==> config.mk <==
export PLATFORM = sky130hd
export DESIGN_NAME = iorb_top
export DESIGN_NICKNAME = d
export VERILOG_FILES = /design/src/rtl/iorb_pkg.sv /design/src/rtl/iorb_pin_path.sv /design/src/rtl/iorb_top.sv
export SDC_FILE = /design/constraint.sdc
export NUM_CORES = 1
export LEC_CHECK = 0
export BUFFER_PORTS_ARGS = -buffer_cell sky130_fd_sc_hd__buf_2
export CAP_MARGIN = 10
export CORE_ASPECT_RATIO = 1.2
export CORE_MARGIN = 4
export CORE_UTILIZATION = 60
export CTS_BUF_LIST = sky130_fd_sc_hd__clkbuf_4 sky130_fd_sc_hd__clkbuf_8
export CTS_CLUSTER_DIAMETER = 150
export DETAILED_ROUTE_END_ITERATION = 8
export GPL_TIMING_DRIVEN = 0
export PLACE_DENSITY = 0.86
export SKIP_LAST_GASP = 1
export SLEW_MARGIN = 20
export SYNTH_ARGS = -nofsm -noshare
export SYNTH_HDL_FRONTEND = slang
export SYNTH_HIERARCHICAL = 1
export SYNTH_SLANG_ARGS = --single-unit
==> constraint.sdc <==
create_clock -name core_clk_i -period 6.15 [get_ports core_clk_i]
set_clock_uncertainty 0.1 [all_clocks]
set_input_delay 0.9225 -clock core_clk_i [delete_from_list [all_inputs] [get_ports core_clk_i]]
set_output_delay 0.9225 -clock core_clk_i [all_outputs]
set_load 0.05 [all_outputs]
==> src/rtl/iorb_pkg.sv <==
`default_nettype none
package iorb_pkg;
  localparam int ADDR_W = 4;
  localparam int DATA_W = 8;
  // Register map, byte addresses on the plain port
  localparam logic [ADDR_W-1:0] OFF_PA_DATA = 4'h0;
  localparam logic [ADDR_W-1:0] OFF_PA_DIR = 4'h1;
  localparam logic [ADDR_W-1:0] OFF_PB_DATA = 4'h2;
  localparam logic [ADDR_W-1:0] OFF_PB_DIR = 4'h3;
  localparam logic [ADDR_W-1:0] OFF_RB_CTRL = 4'h4;
  localparam logic [ADDR_W-1:0] OFF_PA_FUNC_LO = 4'h5;
  localparam logic [ADDR_W-1:0] OFF_PA_FUNC_HI = 4'h6;
  localparam logic [ADDR_W-1:0] OFF_PB_FUNC_LO = 4'h7;
  localparam logic [ADDR_W-1:0] OFF_PB_FUNC_HI = 4'h8;
  localparam logic [ADDR_W-1:0] OFF_PA_WAKE_EN = 4'h9;
  localparam logic [ADDR_W-1:0] OFF_ADC_CHAN = 4'ha;
  localparam logic [ADDR_W-1:0] OFF_STATUS = 4'hb;
  localparam logic [ADDR_W-1:0] OFF_BIT_OP = 4'hc;
  localparam logic [DATA_W-1:0] RB_KEY = 8'hca;
  localparam logic [DATA_W-1:0] RB_CTRL_RST = 8'h00;
  localparam logic [DATA_W-1:0] PORT_RST = 8'hff;
  localparam logic [DATA_W-1:0] ZERO_BYTE = 8'h00;
  // Bit-op command: [7] set/clear, [4] port B, [3] direction, [2:0] bit
  localparam int BOP_SET = 7;
  localparam int BOP_PORTB = 4;
  localparam int BOP_DIR = 3;
  localparam int BOP_IDX_LSB = 0;
  localparam int BOP_IDX_W = 3;
  localparam int ST_RB = 0;
  localparam int ST_WAKE = 1;
  // Per-pin shared function, two bits each
  typedef enum logic [1:0] {
    IORB_FN_IO,
    IORB_FN_SERIAL,
    IORB_FN_DOUT,
    IORB_FN_ANALOG
  } iorb_func_e;
endpackage
`default_nettype wire

==> src/rtl/iorb_pin_path.sv <==
`default_nettype none
module iorb_pin_path
  import iorb_pkg::*;
(
  input wire logic pin_sync_i,
  input wire logic [1:0] func_i,
  input wire logic rb_en_i,
  input wire logic is_reset_pin_i,
  input wire logic chan_sel_i,
  output logic rd_bit_o,
  output logic an_on_o
);
  wire is_analog = (func_i == IORB_FN_ANALOG);
  wire is_dout = (func_i == IORB_FN_DOUT);
  wire masked = is_analog | is_dout | is_reset_pin_i;
  // Readback returns pin level; otherwise per-function mask
  assign rd_bit_o = rb_en_i ? pin_sync_i
                  : (masked ? 1'b0 : pin_sync_i);
  // Analog switch forced on for the selected channel in readback
  assign an_on_o = is_analog | (rb_en_i & chan_sel_i);
endmodule
`default_nettype wire

==> src/rtl/iorb_top.sv <==
// The strobed register port and the register addresses were left to the implementer.
`default_nettype none
module iorb_top
  import iorb_pkg::*;
#(
  parameter int PINS = 8,
  parameter int RESET_PIN = 7
) (
  input wire logic core_clk_i,
  input wire logic sys_rst_i,
  input wire logic [iorb_pkg::ADDR_W-1:0] addr_i,
  input wire logic [iorb_pkg::DATA_W-1:0] wdata_i,
  input wire logic wr_i,
  input wire logic rd_i,
  output logic [iorb_pkg::DATA_W-1:0] rdata_o,
  input wire logic [7:0] pa_pin_i,
  output logic [7:0] pa_pin_o,
  output logic [7:0] pa_pin_oe_o,
  input wire logic [7:0] pb_pin_i,
  output logic [7:0] pb_pin_o,
  output logic [7:0] pb_pin_oe_o,
  input wire logic [7:0] pa_alt_o_i,
  input wire logic [7:0] pb_alt_o_i,
  input wire logic sleep_i,
  output logic [7:0] pa_an_on_o,
  output logic [7:0] pb_an_on_o,
  output logic wake_o,
  output logic readback_enable_internal_o
);
  import iorb_pkg::*;

  if (PINS != DATA_W) begin : g_bad_pins
    $error("PINS must equal DATA_W");
  end
  if (RESET_PIN < 0 || RESET_PIN >= PINS) begin : g_bad_reset_pin
    $error("RESET_PIN out of range");
  end

  logic [7:0] pa_data_q, pa_dir_q, pb_data_q, pb_dir_q;
  logic [7:0] rb_ctrl_q;
  logic rb_en_q;
  logic [15:0] pa_func_q, pb_func_q;
  logic [7:0] pa_wake_en_q;
  logic [3:0] adc_chan_q;
  logic wake_q;
  logic [7:0] rdata_q;
  logic [7:0] pa_s1_q, pa_s2_q, pb_s1_q, pb_s2_q, pa_prev_q;

  // Pins are asynchronous to the core clock
  always_ff @(posedge core_clk_i or posedge sys_rst_i) begin
    if (sys_rst_i) begin
      pa_s1_q <= ZERO_BYTE;
      pa_s2_q <= ZERO_BYTE;
      pb_s1_q <= ZERO_BYTE;
      pb_s2_q <= ZERO_BYTE;
      pa_prev_q <= ZERO_BYTE;
    end else begin
      pa_s1_q <= pa_pin_i;
      pa_s2_q <= pa_s1_q;
      pb_s1_q <= pb_pin_i;
      pb_s2_q <= pb_s1_q;
      pa_prev_q <= pa_s2_q;
    end
  end

  wire [7:0] pa_rd, pb_rd, pa_an, pb_an;
  genvar g;
  generate
    for (g = 0; g < PINS; g++) begin : g_pin
      wire [1:0] fa = pa_func_q[2*g +: 2];
      wire [1:0] fb = pb_func_q[2*g +: 2];
      iorb_pin_path u_pa (
        .pin_sync_i(pa_s2_q[g]),
        .func_i(fa),
        .rb_en_i(rb_en_q),
        .is_reset_pin_i(1'b0),
        .chan_sel_i(adc_chan_q == 4'(g)),
        .rd_bit_o(pa_rd[g]),
        .an_on_o(pa_an[g])
      );
      iorb_pin_path u_pb (
        .pin_sync_i(pb_s2_q[g]),
        .func_i(fb),
        .rb_en_i(rb_en_q),
        .is_reset_pin_i(g == RESET_PIN),
        .chan_sel_i(adc_chan_q == 4'(g + PINS)),
        .rd_bit_o(pb_rd[g]),
        .an_on_o(pb_an[g])
      );
      // Shared function selects the driver; direction 0 means output
      wire fa_out = (fa == IORB_FN_DOUT) | (fa == IORB_FN_SERIAL);
      wire fb_out = (fb == IORB_FN_DOUT) | (fb == IORB_FN_SERIAL);
      assign pa_pin_o[g] = fa_out ? pa_alt_o_i[g] : pa_data_q[g];
      assign pb_pin_o[g] = fb_out ? pb_alt_o_i[g] : pb_data_q[g];
      assign pa_pin_oe_o[g] = (fa == IORB_FN_DOUT) |
                              ((fa == IORB_FN_IO) & ~pa_dir_q[g]);
      assign pb_pin_oe_o[g] = (fb == IORB_FN_DOUT) |
                              ((fb == IORB_FN_IO) & ~pb_dir_q[g] &
                               (g != RESET_PIN));
    end
  endgenerate

  assign pa_an_on_o = pa_an;
  assign pb_an_on_o = pb_an;

  // Bus decode
  wire wr_pa_d = wr_i & (addr_i == OFF_PA_DATA);
  wire wr_pa_c = wr_i & (addr_i == OFF_PA_DIR);
  wire wr_pb_d = wr_i & (addr_i == OFF_PB_DATA);
  wire wr_pb_c = wr_i & (addr_i == OFF_PB_DIR);
  wire wr_rb = wr_i & (addr_i == OFF_RB_CTRL);
  wire wr_bop = wr_i & (addr_i == OFF_BIT_OP);

  // Bit op: the port's read value is the base, as the core would see it
  wire bop_set = wdata_i[BOP_SET];
  wire bop_pb = wdata_i[BOP_PORTB];
  wire bop_dir = wdata_i[BOP_DIR];
  wire [2:0] bop_idx = wdata_i[BOP_IDX_LSB +: BOP_IDX_W];
  wire [7:0] bop_mask = 8'h01 << bop_idx;
  wire [7:0] bop_base = bop_dir ? (bop_pb ? pb_dir_q : pa_dir_q)
                                : (bop_pb ? pb_rd : pa_rd);
  wire [7:0] bop_new = bop_set ? (bop_base | bop_mask)
                               : (bop_base & ~bop_mask);
  wire bop_pa_d = wr_bop & ~bop_pb & ~bop_dir;
  wire bop_pa_c = wr_bop & ~bop_pb & bop_dir;
  wire bop_pb_d = wr_bop & bop_pb & ~bop_dir;
  wire bop_pb_c = wr_bop & bop_pb & bop_dir;

  // Ports reset to all ones: inputs, data high
  wire pa_data_we = wr_pa_d | bop_pa_d;
  wire pa_dir_we = wr_pa_c | bop_pa_c;
  wire pb_data_we = wr_pb_d | bop_pb_d;
  wire pb_dir_we = wr_pb_c | bop_pb_c;
  wire [7:0] pa_data_d = wr_pa_d ? wdata_i : bop_new;
  wire [7:0] pa_dir_d = wr_pa_c ? wdata_i : bop_new;
  wire [7:0] pb_data_d = wr_pb_d ? wdata_i : bop_new;
  wire [7:0] pb_dir_d = wr_pb_c ? wdata_i : bop_new;

  always_ff @(posedge core_clk_i or posedge sys_rst_i) begin
    if (sys_rst_i) pa_data_q <= PORT_RST;
    else if (pa_data_we) pa_data_q <= pa_data_d;
  end

  always_ff @(posedge core_clk_i or posedge sys_rst_i) begin
    if (sys_rst_i) pa_dir_q <= PORT_RST;
    else if (pa_dir_we) pa_dir_q <= pa_dir_d;
  end

  always_ff @(posedge core_clk_i or posedge sys_rst_i) begin
    if (sys_rst_i) pb_data_q <= PORT_RST;
    else if (pb_data_we) pb_data_q <= pb_data_d;
  end

  always_ff @(posedge core_clk_i or posedge sys_rst_i) begin
    if (sys_rst_i) pb_dir_q <= PORT_RST;
    else if (pb_dir_we) pb_dir_q <= pb_dir_d;
  end

  // Enable recomputed on every write so leaving is immediate
  always_ff @(posedge core_clk_i or posedge sys_rst_i) begin
    if (sys_rst_i) begin
      rb_ctrl_q <= RB_CTRL_RST;
      rb_en_q <= 1'b0;
    end else if (wr_rb) begin
      rb_ctrl_q <= wdata_i;
      rb_en_q <= (wdata_i == RB_KEY);
    end
  end
  assign readback_enable_internal_o = rb_en_q;

  always_ff @(posedge core_clk_i or posedge sys_rst_i) begin
    if (sys_rst_i) begin
      pa_func_q <= '0;
      pb_func_q <= '0;
      pa_wake_en_q <= ZERO_BYTE;
      adc_chan_q <= '0;
    end else if (wr_i) begin
      case (addr_i)
        OFF_PA_FUNC_LO: pa_func_q[7:0] <= wdata_i;
        OFF_PA_FUNC_HI: pa_func_q[15:8] <= wdata_i;
        OFF_PB_FUNC_LO: pb_func_q[7:0] <= wdata_i;
        OFF_PB_FUNC_HI: pb_func_q[15:8] <= wdata_i;
        OFF_PA_WAKE_EN: pa_wake_en_q <= wdata_i;
        OFF_ADC_CHAN: adc_chan_q <= wdata_i[3:0];
        default: ;
      endcase
    end
  end

  // Falling edge on an enabled port A pin while asleep
  wire [7:0] pa_fall = pa_prev_q & ~pa_s2_q & pa_wake_en_q;
  wire wake_d = sleep_i & (|pa_fall);
  always_ff @(posedge core_clk_i or posedge sys_rst_i) begin
    if (sys_rst_i) wake_q <= 1'b0;
    else wake_q <= wake_d;
  end
  assign wake_o = wake_q;

  wire [7:0] status = {6'h00, wake_q, rb_en_q};
  logic [7:0] rd_mux;
  always_comb begin
    case (addr_i)
      OFF_PA_DATA: rd_mux = pa_rd;
      OFF_PA_DIR: rd_mux = pa_dir_q;
      OFF_PB_DATA: rd_mux = pb_rd;
      OFF_PB_DIR: rd_mux = pb_dir_q;
      OFF_RB_CTRL: rd_mux = rb_ctrl_q;
      OFF_PA_FUNC_LO: rd_mux = pa_func_q[7:0];
      OFF_PA_FUNC_HI: rd_mux = pa_func_q[15:8];
      OFF_PB_FUNC_LO: rd_mux = pb_func_q[7:0];
      OFF_PB_FUNC_HI: rd_mux = pb_func_q[15:8];
      OFF_PA_WAKE_EN: rd_mux = pa_wake_en_q;
      OFF_ADC_CHAN: rd_mux = {4'h0, adc_chan_q};
      OFF_STATUS: rd_mux = status;
      default: rd_mux = ZERO_BYTE;
    endcase
  end
  always_ff @(posedge core_clk_i or posedge sys_rst_i) begin
    if (sys_rst_i) rdata_q <= ZERO_BYTE;
    else if (rd_i) rdata_q <= rd_mux;
    else rdata_q <= ZERO_BYTE;
  end
  assign rdata_o = rdata_q;

  a_rb_enable_key: assert property (@(posedge core_clk_i)
    disable iff (sys_rst_i) rb_en_q == (rb_ctrl_q == RB_KEY))
    else $error("readback enable does not match key");
  a_rb_write_eval: assert property (@(posedge core_clk_i)
    disable iff (sys_rst_i) wr_rb |=> (rb_en_q == ($past(wdata_i) == RB_KEY)))
    else $error("readback enable not updated on write");
  a_read_pin_rb: assert property (@(posedge core_clk_i)
    disable iff (sys_rst_i) rd_i && addr_i == OFF_PA_DATA && rb_en_q
      |=> rdata_o == $past(pa_s2_q))
    else $error("readback read not pin level");
  a_read_mask_off: assert property (@(posedge core_clk_i)
    disable iff (sys_rst_i) rd_i && addr_i == OFF_PA_DATA && !rb_en_q
      && pa_func_q[1:0] == IORB_FN_ANALOG |=> rdata_o[0] == 1'b0)
    else $error("analog pin not read as zero");
  a_an_path_off: assert property (@(posedge core_clk_i)
    disable iff (sys_rst_i) !rb_en_q && pa_func_q[1:0] != IORB_FN_ANALOG
      |-> !pa_an_on_o[0])
    else $error("analog path on without selection");
  a_an_path_forced: assert property (@(posedge core_clk_i)
    disable iff (sys_rst_i) rb_en_q && adc_chan_q == 4'h0 |-> pa_an_on_o[0])
    else $error("selected channel not forced on");
  a_bitop_rmw: assert property (@(posedge core_clk_i)
    disable iff (sys_rst_i) bop_pa_c |=> pa_dir_q == $past(bop_new))
    else $error("bit op did not write full byte");
  a_wake_fall: assert property (@(posedge core_clk_i)
    disable iff (sys_rst_i) sleep_i && (|pa_fall) |=> wake_o)
    else $error("missed wake on falling edge");
  a_out_default: assert property (@(posedge core_clk_i)
    disable iff (sys_rst_i) pa_func_q[1:0] == IORB_FN_IO
      && pa_pin_oe_o[0] |-> pa_pin_o[0] == pa_data_q[0])
    else $error("output pin not driving data bit");

  // Reset values are seen at the first edge after release
  a_port_reset_ones: assert property (@(posedge core_clk_i)
    $fell(sys_rst_i) |-> pa_data_q == PORT_RST && pa_dir_q == PORT_RST
      && pb_data_q == PORT_RST && pb_dir_q == PORT_RST)
    else $error("port registers not all ones after reset");
  a_rb_nonkey_off: assert property (@(posedge core_clk_i)
    disable iff (sys_rst_i) rb_ctrl_q != RB_KEY
      |-> !readback_enable_internal_o)
    else $error("readback enabled without key");

  a_read_pin_rb_pb: assert property (@(posedge core_clk_i)
    disable iff (sys_rst_i) rd_i && addr_i == OFF_PB_DATA && rb_en_q
      |=> rdata_o == $past(pb_s2_q))
    else $error("port B readback read not pin level");
  a_read_io_pin: assert property (@(posedge core_clk_i)
    disable iff (sys_rst_i) rd_i && addr_i == OFF_PA_DATA && !rb_en_q
      && pa_func_q[1:0] == IORB_FN_IO |=> rdata_o[0] == $past(pa_s2_q[0]))
    else $error("plain pin not read as level");
  a_read_serial_pin: assert property (@(posedge core_clk_i)
    disable iff (sys_rst_i) rd_i && addr_i == OFF_PA_DATA && !rb_en_q
      && pa_func_q[3:2] == IORB_FN_SERIAL
      |=> rdata_o[1] == $past(pa_s2_q[1]))
    else $error("serial pin not read as level");
  a_read_dout_zero: assert property (@(posedge core_clk_i)
    disable iff (sys_rst_i) rd_i && addr_i == OFF_PA_DATA && !rb_en_q
      && pa_func_q[5:4] == IORB_FN_DOUT |=> rdata_o[2] == 1'b0)
    else $error("digital output pin not read as zero");
  a_read_reset_pin: assert property (@(posedge core_clk_i)
    disable iff (sys_rst_i) rd_i && addr_i == OFF_PB_DATA && !rb_en_q
      |=> rdata_o[RESET_PIN] == 1'b0)
    else $error("reset pin not read as zero");

  a_an_path_sel: assert property (@(posedge core_clk_i)
    disable iff (sys_rst_i) pa_func_q[1:0] == IORB_FN_ANALOG
      |-> pa_an_on_o[0])
    else $error("analog path off although selected");
  a_an_off_pb: assert property (@(posedge core_clk_i)
    disable iff (sys_rst_i) !rb_en_q && pb_func_q[1:0] != IORB_FN_ANALOG
      |-> !pb_an_on_o[0])
    else $error("port B analog path on without selection");
  a_an_forced_pb: assert property (@(posedge core_clk_i)
    disable iff (sys_rst_i) rb_en_q && adc_chan_q == 4'(PINS)
      |-> pb_an_on_o[0])
    else $error("port B selected channel not forced on");

  a_dout_drives_alt: assert property (@(posedge core_clk_i)
    disable iff (sys_rst_i) pa_func_q[1:0] == IORB_FN_DOUT
      |-> pa_pin_oe_o[0] && pa_pin_o[0] == pa_alt_o_i[0])
    else $error("digital output pin not driving peripheral value");
  a_serial_undriven: assert property (@(posedge core_clk_i)
    disable iff (sys_rst_i) pa_func_q[1:0] == IORB_FN_SERIAL
      |-> !pa_pin_oe_o[0])
    else $error("serial pin driven by port logic");
  a_reset_pin_undriven: assert property (@(posedge core_clk_i)
    disable iff (sys_rst_i) pb_func_q[2*RESET_PIN +: 2] == IORB_FN_IO
      |-> !pb_pin_oe_o[RESET_PIN])
    else $error("reset pin driven as plain output");
  a_out_default_pb: assert property (@(posedge core_clk_i)
    disable iff (sys_rst_i) pb_func_q[1:0] == IORB_FN_IO
      && pb_pin_oe_o[0] |-> pb_pin_o[0] == pb_data_q[0])
    else $error("port B output pin not driving data bit");

  a_bitop_data: assert property (@(posedge core_clk_i)
    disable iff (sys_rst_i) bop_pa_d |=> pa_data_q == $past(bop_new))
    else $error("bit op on data did not write full byte");
  a_bitop_pb_dir: assert property (@(posedge core_clk_i)
    disable iff (sys_rst_i) bop_pb_c |=> pb_dir_q == $past(bop_new))
    else $error("bit op on port B direction lost");
  a_wake_awake: assert property (@(posedge core_clk_i)
    disable iff (sys_rst_i) !sleep_i |=> !wake_o)
    else $error("wake while not asleep");
  a_wake_enable: assert property (@(posedge core_clk_i)
    disable iff (sys_rst_i) !(|pa_fall) |=> !wake_o)
    else $error("wake without enabled falling edge");
endmodule
`default_nettype wire

# After elaboration in Yosys (flattened, before gate mapping)
# Cells that the tools add are included.
totals:
  regBits: 134
  output_inout_bits: 58
  wordCells: 310
op_classes:
  eq_ne: 76
  shift: 1
  n_mux: 57
  n_bitwise: 133
  n_reduce_logical: 24
op_table:
  columns: ["op", "count"]
  rows:
  - ["8-bit one-hot mux with 12 select lines", 1]
  - ["8-bit two-way mux", 9]
  - ["1-bit OR", 66]
  - ["2-bit equality test, second input constant", 32]
  - ["4-bit equality test, second input constant", 13]
  - ["1-bit two-way mux", 47]
  - ["1-bit bitwise AND", 44]
  - ["2-bit by 1-bit equality test with 1-bit output, second input constant", 16]
  - ["4-bit by 3-bit equality test with 1-bit output, second input constant", 8]
  - ["2-bit zero test", 15]
  - ["8-bit bitwise AND", 3]
  - ["1-bit inverter", 17]
  - ["4-bit by 2-bit equality test with 1-bit output, second input constant", 4]
  - ["8-bit inverter", 2]
  - ["2-bit AND reduction", 6]
  - ["4-bit by 1-bit equality test with 1-bit output, second input constant", 2]
  - ["8-bit equality test, second input constant", 1]
  - ["4-bit zero test", 2]
  - ["8-bit OR", 1]
  - ["8-bit OR reduction", 1]
  - ["1-bit by 3-bit << shifter with 8-bit output, first input constant", 1]

# Logic depth before layout (Yosys ltp)
# Gate-level depths: netlist of the first run.
depth:
  word_depth: 9
  ltp_mapped: 7
  depth_no_buf: 6

# By module
# The synthesis of the first run kept the hierarchy.
modules_own_cells:
  columns: ["mod", "instances", "cells_per_inst", "area_each_um2"]
  rows:
  - ["iorb_top", 1, 625, 7188.1]
  - ["iorb_pin_path", 16, 3, 20.0]

# Least setup slack after synthesis of the first run
# Ideal clock, no wire load.
synth_timing:
  kind: "register to output"
  start: "reg rb_en_q, in the netlist readback_enable_internal_o"
  end: "out pa_an_on_o[0]"
  t_arrival_ns: 1.651
  setup_slack_ns: 3.476
  path_stages_with_launch: 2
  path_buffers: 0
  path_cell_list: "dfrtp_1 -> a22o_1"
synth_between:
  elab_chain_cells: 2
synth_rtl:
  columns: ["element", "line_no", "text"]
  rows:
  - ["from (decl)", "iorb_top.sv:41", "logic rb_en_q;"]
  - ["from (signal assigned)", "iorb_top.sv:166", "rb_en_q <= (wdata_i == RB_KEY);"]
  - ["1-bit bitwise AND", "iorb_pin_path.sv:20", "assign an_on_o = is_analog | (rb_en_i & chan_sel_i);"]
  - ["1-bit OR", "iorb_pin_path.sv:20", null]
  - ["to (decl)", "iorb_top.sv:25", "output logic [7:0] pa_an_on_o,"]
# No other way between the ends.

# Final worst setup path of the first run
layout_timing:
  start: "reg adc_chan_q[0]"
  end: "out pa_an_on_o[3]"
layout_between:
  elab_chain_cells: 3
layout_rtl:
  columns: ["element", "line_no", "text"]
  rows:
  - ["from (decl)", "iorb_top.sv:44", "logic [3:0] adc_chan_q;"]
  - ["from (signal assigned)", "iorb_top.sv:184", "OFF_ADC_CHAN: adc_chan_q <= wdata_i[3:0];"]
  - ["4-bit by 2-bit equality test with 1-bit output", "iorb_top.sv:77", ".chan_sel_i(adc_chan_q == 4'(g)),"]
  - ["1-bit bitwise AND", "iorb_pin_path.sv:20", null]
  - ["1-bit OR", "iorb_pin_path.sv:20", null]
# No other way between the ends.

==> results of run 1 <==
[cell usage after synthesis (all sizes together), types with 4 or more instances]
library cell and number:
a21oi 5, mux2i 18, a22o 17, a21o 16, nand3 20, o21a 18, a221o 17, nand2 37
nor3 10, o211ai 15, o21ai 6, ha 31, clkbuf 22, nand3b 13, buf 21, a22oi 8
dfstp 32, or2 4, dfrtp 102, nor2 59, nand2b 5, mux4 11, mux2 74, a31oi 5
nor2b 10, inv 52, nor3b 4
[power groups by stage]
stage               sequential [mW]  combinational [mW]  clock, mW
global placement               1.24                1.11          0
finish                         1.24                1.15      0.777
global route                   1.25                1.22      0.820
floorplan                      1.18               0.877          0
detailed placement             1.25                1.14          0
CTS                            1.23                1.15      0.785
[critical path: cells and delay by family (launching register included)]
kind	cells	cell delay [ns]
AOI/OAI and AO/OA	1	0.20
buffers and inverters	2	0.59
DFF	1	0.32
and+or+nand+nor	2	0.69
[how the worst max path moves through the flow]
stage                        startpoint       endpoint  slack, ns  cells past startpoint
after floorplan               sys_rst_i  adc_chan_q[0]       1.60                      1
after global placement        sys_rst_i   pb_func_q[1]       0.37                      2
after detailed placement      addr_i[0]   rb_ctrl_q[1]       3.15                      6
after CTS                 adc_chan_q[0]  pa_an_on_o[3]       2.92                      5
after global routing      adc_chan_q[0]  pa_an_on_o[3]       2.77                      5
final                     adc_chan_q[0]  pa_an_on_o[3]       2.87                      5
[routing by layer]
layer / track usage / up-vias / routed length (um)
met5: 0 / - / 0
met4: 0.190 / 0 / 1280
met3: 0.0658 / 83 / 1960
met2: 0.565 / 346 / 11700
met1: 0.461 / 3055 / 9430
li1: - / 2681 / -
[cell type report]
cell class	count	share of cell area
tap	161	0.0231
inverter	52	0.0230
clock buffer	18	0.0277
multi-input combinational	458	0.431
sequential	134	0.390
clock inverter	14	0.0201
buffer	43	0.0256
timing repair buffer	100	0.0601
[metrics by stage]
step,instance area [um^2],power [mW],std cells,utilization
final,8710,3.17,980,0.716
after global routing,8710,3.29,980,0.716
after CTS,8710,3.17,980,0.716
after detailed placement,8290,2.39,948,0.682
after global placement,8260,2.35,947,0.679
after floorplan,7560,2.06,687,-
[cell families (layout without fill, tap and decap cells)]
| group | Yosys count | in the layout | share of synthesized area |
|---|---|---|---|
| compound gates | 132 | 132 | 0.142 |
| flops | 134 | 134 | 0.452 |
| other cells | 2 | 16 | 0.00100 |
| mux | 103 | 103 | 0.175 |
| fa+ha+maj | 31 | 31 | 0.0517 |
| buf+inv | 95 | 227 | 0.0557 |
| simple gates | 176 | 176 | 0.123 |
==> run metrics, run 1 <==
Post-synth EDFFs=0; status=complete, no violations; worst slew pin tran=0.891 ns; Hold Buf Count CTS=0; clk_lat worst skew=0.46 ns; post-route worst setup slack=2.87 ns; sw power=1.29 mW; critical path required time=5.13 ns; commonest cells after routing, fill and taps aside=116 x buf_2, 101 x dfrtp_1, 74 x mux2_2; Largest regs=pa_func_q x16, pb_func_q x16; TritonCTS Buffers=17; Area Growth Syn to Fin=16.0%; number of top-level pins=107; post-CTS setup buffers=0; leading register cell type out of synthesis=dfrtp_1; Multi-input gate area=3750 um^2; Mapped Area=7510 um^2; die footprint=14400 um^2; FF+latch count, synth=134; switch share=0.407; Setup crit end kind=output pin; number of diodes=0; Max FO, Critical Path=9; post-synthesis average cell area=11.2 um^2; Hold Path Stages=0; cts repair resizes=0; Sink Count=134; TritonRoute pass-1 iters=5; RR Endpoint=pa_dir_q[5]; GRT Overall Usage=0.355; post-place setup slack=3.15 ns; Buffers on Ports=99; combinational power share=0.363; overall via count from detail_route=6165; register area=3390 um^2; Reg clk slew, reported paths=0.08 ns; H-Tree Depth=4; Endpoint, Worst Hold=pa_s2_q[4]; via/cell ratio=6.29; min-delay worst type=reg -> reg; Die X=110 um; total gr overflow=0; Site Rows=44; sequential share of the synthesized area=0.452; worst reg-to-reg setup slack=3.72 ns; Final HPWL DP=18100 um; Fin. Hold Viols=0; maximum number of pins on one net before global-route repair=73; share of cells above drive strength 1=0.353; unrepaired setup endpoints after global routing=no; YS warnings=6; Crit Path Category=reg -> out; DRC viols=0; initial antenna violation count=0; Post-DRT Antenna Nets=0; reg2reg path depth=5; Leak=3.98 nW; Post-synth ARST share=1.00; HP Start=pa_s1_q[4]; Hold WS=0.252 ns; fillers=943; share of power burned in registers=0.392; ranking of synthesized cells by area=dfrtp_1 34%, dfstp_2 11%, mux2_2 11%; max_cap viols=0; crit path launch type=register; die height=131 um; Int Pwr=1.88 mW; CTS tree=yes; FF-to-FF Start=readback_enable_internal_o; Iter 0 DRT Violations=554; slowest stage cell, crit path=nor3_1; Post-Syn Instances=673; Setup-failing EPs final=0; Clock Power Share=0.245; fin nets=886; Wirelength per Cell=24.9 um; gp weighted congestion=0.969; Synth top area share=0.340; crit-path cells=clkbuf_1 > nand2_1 > nor3_1 > a22o_1 > buf_2; Fin Setup TNS=0 ns; Period Utilization, post-route=0.533; Core Area=12200 um^2; Tmin final=3.28 ns; WL final=24400 um; Initial Utilization=0.617; Max Slew Vio Count=0; first-pass GRT wire length=36700 um; Power Density=364 nW/um^2; Yosys top cell by area=dfrtp_1; CTS Buffer Depth=2; Synth cell types=65; peak supply drop=0.277 mV; slew margin rel.=0.406; Root Driver=clkbuf_8; vias in the first global route=6239; commonest non-fill, non-tap cell in the layout=buf_2; Max stage delay on crit path=0.41 ns; CP Data Arrival Time=2.26 ns; Peak Freq=305 MHz
Power figures use the tool's default switching activity.
==> inputs of run 2 (changes only) <==
--- a/config.mk
+++ b/config.mk
@@ -9,12 +9,12 @@
 export CAP_MARGIN = 10
 export CORE_ASPECT_RATIO = 1.2
 export CORE_MARGIN = 4
-export CORE_UTILIZATION = 60
+export CORE_UTILIZATION = 54
 export CTS_BUF_LIST = sky130_fd_sc_hd__clkbuf_4 sky130_fd_sc_hd__clkbuf_8
 export CTS_CLUSTER_DIAMETER = 150
 export DETAILED_ROUTE_END_ITERATION = 8
 export GPL_TIMING_DRIVEN = 0
-export PLACE_DENSITY = 0.86
+export PLACE_DENSITY = 0.82
 export SKIP_LAST_GASP = 1
 export SLEW_MARGIN = 20
 export SYNTH_ARGS = -nofsm -noshare
==> constraint.sdc (replaced) <==
create_clock -name core_clk_i -period 2.9 [get_ports core_clk_i]
set_clock_uncertainty 0.1 [all_clocks]
set_input_delay 0.435 -clock core_clk_i [delete_from_list [all_inputs] [get_ports core_clk_i]]
set_output_delay 0.435 -clock core_clk_i [all_outputs]
set_load 0.05 [all_outputs]
==> run 2 against run 1 <==
Compared with the run above:
- worst hold slack worse by 0.13 ns
- highest routed layer unchanged
- first-iteration DRC count rose by 18%
- combinational power rose by 110%
- final area is 2.3% higher
- setup slack lost 2.7 ns
- critical endpoint unchanged
- sequential share of layout area fell by 0.86 points
- core utilization decreased by 5.2 points
- total power rose by 110%
- register-to-register slack worse by 3.3 ns
- clock-buffer cell count is 1 higher
- critical path type unchanged
- global-route usage down 3.5 points
- die area increased by 10%
==> run metrics, run 2 (synthesized netlist as in run 1, its figures left out) <==
total gr overflow=0; final instance area=8900 um^2; DRC viols=0; share of cells above drive strength 1=0.347; status=complete, no violations; Final HPWL DP=18000 um; Initial Utilization=0.560; Root Driver=clkbuf_8; crit-path cells=clkbuf_1 > nand2_1 > nor3_1 > a22o_1 > buf_2; peak supply drop=0.580 mV; Fin. Hold Viols=0; Setup-failing EPs final=0; Setup crit end kind=output pin; Max stage delay on crit path=0.37 ns; WL final=24100 um; Core Area=13400 um^2; TritonCTS Buffers=17; number of top-level pins=107; grt met3 use=0.0602; H-Tree Depth=4; Hold WS=0.117 ns; share of power burned in registers=0.394; initial antenna violation count=0; post-place setup slack=0.362 ns; DP Area=8330 um^2; die footprint=15900 um^2; clk_lat worst skew=0.46 ns; gp weighted congestion=0.962; TritonRoute pass-1 iters=5; Power Density=748 nW/um^2; Wirelength per Cell=23.9 um; Buffers on Ports=99; post-route worst setup slack=0.175 ns; Post-DRT Antenna Nets=0; CP Data Arrival Time=2.19 ns; max_cap viols=0; Largest regs=pa_func_q x16, pb_func_q x16; worst slew pin tran=0.865 ns; Int Pwr=3.94 mW; critical path required time=2.37 ns; Period Utilization, post-route=0.940; Peak Freq=367 MHz; first-pass GRT wire length=37300 um; min-delay worst type=in -> reg; maximum number of pins on one net before global-route repair=37; slowest stage cell, crit path=nor3_1; GRT Overall Usage=0.320; met2 Use GR=0.528; via/cell ratio=6.23; GRT met1 Usage=0.419; CTS Buffer Depth=2; fillers=1040; crit path launch type=register; Clock Power Share=0.239; Iter 0 DRT Violations=656; Leak=4.05 nW; die height=137 um; switch share=0.408; CTS tree=yes; slew margin rel.=0.423; Site Rows=46; Reg clk slew, reported paths=0.07 ns; Max Slew Vio Count=0; Sink Count=134; Die X=116 um; GR peak layer=met2; Crit Path Category=reg -> out; commonest non-fill, non-tap cell in the layout=buf_2; commonest cells after routing, fill and taps aside=116 x buf_2, 101 x dfrtp_1, 74 x mux2_2; combinational power share=0.367; Max FO, Critical Path=9; vias in the first global route=6381; Area Growth Syn to Fin=18.6%; Tmin final=2.72 ns; number of diodes=0; unrepaired setup endpoints after global routing=no; sw power=2.72 mW; overall via count from detail_route=6269; fin nets=905
run 2: power groups by stage:
stage | sequential, mW | clock [mW] | combinational, mW
5_1_grt | 2.66 | 1.70 | 2.60
2_1_floorplan | 2.51 | 0 | 1.86
3_5_place_dp | 2.65 | 0 | 2.42
3_3_place_gp | 2.63 | 0 | 2.35
4_1_cts | 2.61 | 1.62 | 2.45
6_report | 2.62 | 1.59 | 2.45
run 2: per-layer routing:
layer	routed length, um	part of all wire	vias up
li1	-	-	2716
met1	9310	0.39	3129
met2	12000	0.50	358
met3	1910	0.079	66
met4	906	0.038	0
met5	0	0	-
run 2: final timing paths:
| kind | start | endpoint | slack [ns] | cells after the start |
|---|---|---|---|---|
| max | adc_chan_q[0] | pa_an_on_o[3] | 0.18 | 5 |
| min | sleep_i | wake_o | 0.12 | 2 |
| max reg2reg | readback_enable_internal_o | pa_dir_q[5] | 0.42 | 5 |
| min reg2reg | pb_s1_q[2] | pb_s2_q[2] | 0.24 | 0 |
| max in group asynchronous | sys_rst_i | pa_dir_q[1] | 1.20 | 5 |
| min in group asynchronous | sys_rst_i | pa_s2_q[7] | 0.56 | 3 |
run 2: cell type report:
class | instances | area [um^2] | share of cell area
Tap cell | 168 | 210 | 0.0236
Multi-Input combinational cell | 458 | 3750 | 0.421
Inverter | 52 | 199 | 0.0223
Timing Repair Buffer | 119 | 726 | 0.0815
Clock buffer | 19 | 255 | 0.0287
Sequential cell | 134 | 3390 | 0.381
Buffer | 43 | 223 | 0.0250
Clock inverter | 13 | 148 | 0.0166
run 2: per-stage QoR:
| step | TNS (ns) | util | cells | total power [mW] |
|---|---|---|---|---|
| floorplan | 0 | - | 687 | 4.37 |
| global placement | -0.864 | 0.617 | 954 | 4.98 |
| detailed placement | 0 | 0.621 | 957 | 5.06 |
| CTS | 0 | 0.664 | 1006 | 6.68 |
| global route | 0 | 0.664 | 1006 | 6.96 |
| finish | 0 | 0.664 | 1006 | 6.66 |
run 2: what timing repair did:
action / in CTS / in global routing
buffers inserted: 0 / 0
endpoints found under the hold margin: 35 / 0
gates resized for setup: 0 / 0
hold buffers: 17 / 0
run 2: worst max-delay path: cells and delay by family (launching register included):
family	cells	cell delay, ns
flops	1	0.32
buf+inv	2	0.58
compound gates	1	0.21
simple gates	2	0.63
==> inputs of run 3 (changes only) <==
--- a/config.mk
+++ b/config.mk
@@ -19,5 +19,4 @@
 export SLEW_MARGIN = 20
 export SYNTH_ARGS = -nofsm -noshare
 export SYNTH_HDL_FRONTEND = slang
-export SYNTH_HIERARCHICAL = 1
 export SYNTH_SLANG_ARGS = --single-unit
==> run 3 against run 2 <==
Compared with the run above:
- core utilization is 0.11 points higher
- setup slack improved by 0.035 ns
- final cell count increased by 4.4%
- via count up 5.4%
- synthesized cell count increased by 8.5%
==> run metrics, run 3 <==
status=complete, no violations; Wirelength per Cell=24.9 um; commonest cells after routing, fill and taps aside=116 x buf_2, 102 x dfrtp_1, 67 x o21ai_0; FF-to-FF Start=readback_enable_internal_o; gp weighted congestion=1.03; die footprint=15800 um^2; critical path required time=2.37 ns; crit-path cells=clkbuf_1 > nor3b_1 > a21o_1 > buf_4 > buf_2; number of top-level pins=107; delay-heaviest family, CP=buffers and inverters; TritonRoute pass-1 iters=5; Period Utilization, post-route=0.928; H-Tree Depth=4; top post-synthesis cells by count=102 x dfrtp_1, 67 x o21ai_0, 62 x nand2_1; Max stage delay on crit path=0.45 ns; Mapped Area=7500 um^2; slew margin rel.=0.315; Power Density=793 nW/um^2; Iter 0 DRT Violations=808; WL final=26100 um; FF+latch count, synth=134; Hold WS=0.117 ns; min-delay worst type=in -> reg; slowest stage cell, crit path=nor3b_1; reg2reg path depth=5; Site Rows=46; leading register cell type out of synthesis=dfrtp_1; first-pass GRT wire length=39500 um; Endpoint, Worst Hold=wake_o; ranking of synthesized cells by area=dfrtp_1 34%, dfstp_2 11%, ha_1 7.8%; Area Growth Syn to Fin=19.0%; crit path buf inv count=3; Core Area=13400 um^2; DRC viols=0; Synth cell types=62; Buffers on Ports=99; max_cap viols=0; Yosys top cell by area=dfrtp_1; CTS tree=yes; Setup crit end kind=output pin; Max Slew Vio Count=0; TritonCTS Buffers=17; maximum number of pins on one net before global-route repair=37; die height=137 um; worst reg-to-reg setup slack=0.34 ns; syn nets=826; YS warnings=0; most common cell in the netlist=dfrtp_1; Largest regs=pa_func_q x16, pb_func_q x16; Post-DRT Antenna Nets=0; crit path launch type=register; CP Data Arrival Time=2.16 ns; Initial Utilization=0.559; worst slew pin tran=1.02 ns; PnR Total Power=7.07 mW; Setup-failing EPs final=0; Root Driver=clkbuf_8; fin nets=965; Fin. Hold Viols=0; sequential share of the synthesized area=0.453; HP Start=sleep_i; Post-synth EDFFs=0; vias in the first global route=6546; initial antenna violation count=0; unrepaired setup endpoints after global routing=no; Tmin final=2.69 ns; peak supply drop=0.608 mV; number of diodes=0; Sink Count=134; overall via count from detail_route=6607; Fin Setup TNS=0 ns; Post-synth ARST share=1.00; Peak Freq=372 MHz; total stage count of the critical path=5; Post-Syn Instances=730; post-synthesis average cell area=10.3 um^2; Die X=116 um; via/cell ratio=6.29; Synth top area share=0.340; clk_lat worst skew=0.47 ns; fillers=1072; RR Endpoint=pa_data_q[7]; Hold Path Stages=2; Crit Path Category=reg -> out; Leak=4.22 nW; Max FO, Critical Path=10; post-CTS setup buffers=0; commonest non-fill, non-tap cell in the layout=buf_2; share of cells above drive strength 1=0.314; GRT Overall Usage=0.343; total gr overflow=0; CTS Buffer Depth=2; Reg clk slew, reported paths=0.07 ns; Final HPWL DP=19700 um
==> run 3: kinds of logic (layout without fill, tap and decap cells) <==
kind of cell               Yosys count  count (layout)  synth area share
AOI/OAI and AO/OA                  221             221             0.200
muxes                               54              54            0.0821
adders and majority gates           47              47            0.0784
buffers and inverters              114             266            0.0716
DFF                                134             134             0.453
and+or+nand+nor                    160             160             0.115
==> run 3: timing repair <==
item                                    4_1_cts  5_1_grt
resized for setup                             0        1
endpoints found under the setup margin        0        2
endpoints found under the hold margin        30        0
hold buffers                                 17        0
==> run 3: per-layer routing <==
layer  part of all wire  vias up  routed length, um  track usage
li1                   -     2876                  -            -
met1               0.39     3188              10100        0.448
met2               0.47      439              12300        0.547
met3              0.095      104               2480       0.0703
met4              0.049        0               1290        0.158
met5                  0        -                  0            0
==> run 3: power breakdown <==
group / switching [mW] / internal [mW] / total [mW]
clock network: 0.761 / 1.02 / 1.78
registers: 0.382 / 2.26 / 2.65
logic: 1.77 / 0.878 / 2.65
total: 2.91 / 4.16 / 7.07
==> run 3: stage by stage <==
stage               setup slack, ns  std cells  cell area [um^2]   util
CTS                           0.117       1050              8910  0.665
detailed placement            0.330       1001              8290  0.618
floorplan                     0.726        730              7500      -
global placement            -0.0607        997              8210  0.612
finish                        0.210       1050              8920  0.665
global route                  0.131       1050              8920  0.665
==> run 3: worst max path at each step <==
| stage | endpoint | slack [ns] | start |
|---|---|---|---|
| after floorplan | adc_chan_q[0] | 0.73 | sys_rst_i |
| after global placement | pb_func_q[3] | -0.06 | sys_rst_i |
| after detailed placement | pa_data_q[5] | 0.33 | wdata_i[2] |
| after CTS | pa_an_on_o[4] | 0.12 | adc_chan_q[2] |
| after global routing | pa_an_on_o[2] | 0.13 | adc_chan_q[1] |
| final | pb_an_on_o[2] | 0.21 | adc_chan_q[1] |
==> run 3: final cells by class <==
| cell class | count | area, um^2 | area share |
|---|---|---|---|
| buffer | 60 | 334 | 0.0375 |
| tap | 168 | 210 | 0.0236 |
| inverter | 54 | 206 | 0.0231 |
| timing repair buffer | 120 | 753 | 0.0844 |
| sequential | 134 | 3390 | 0.380 |
| clock buffer | 22 | 284 | 0.0318 |
| clock inverter | 10 | 166 | 0.0187 |
| multi-input combinational | 482 | 3570 | 0.400 |
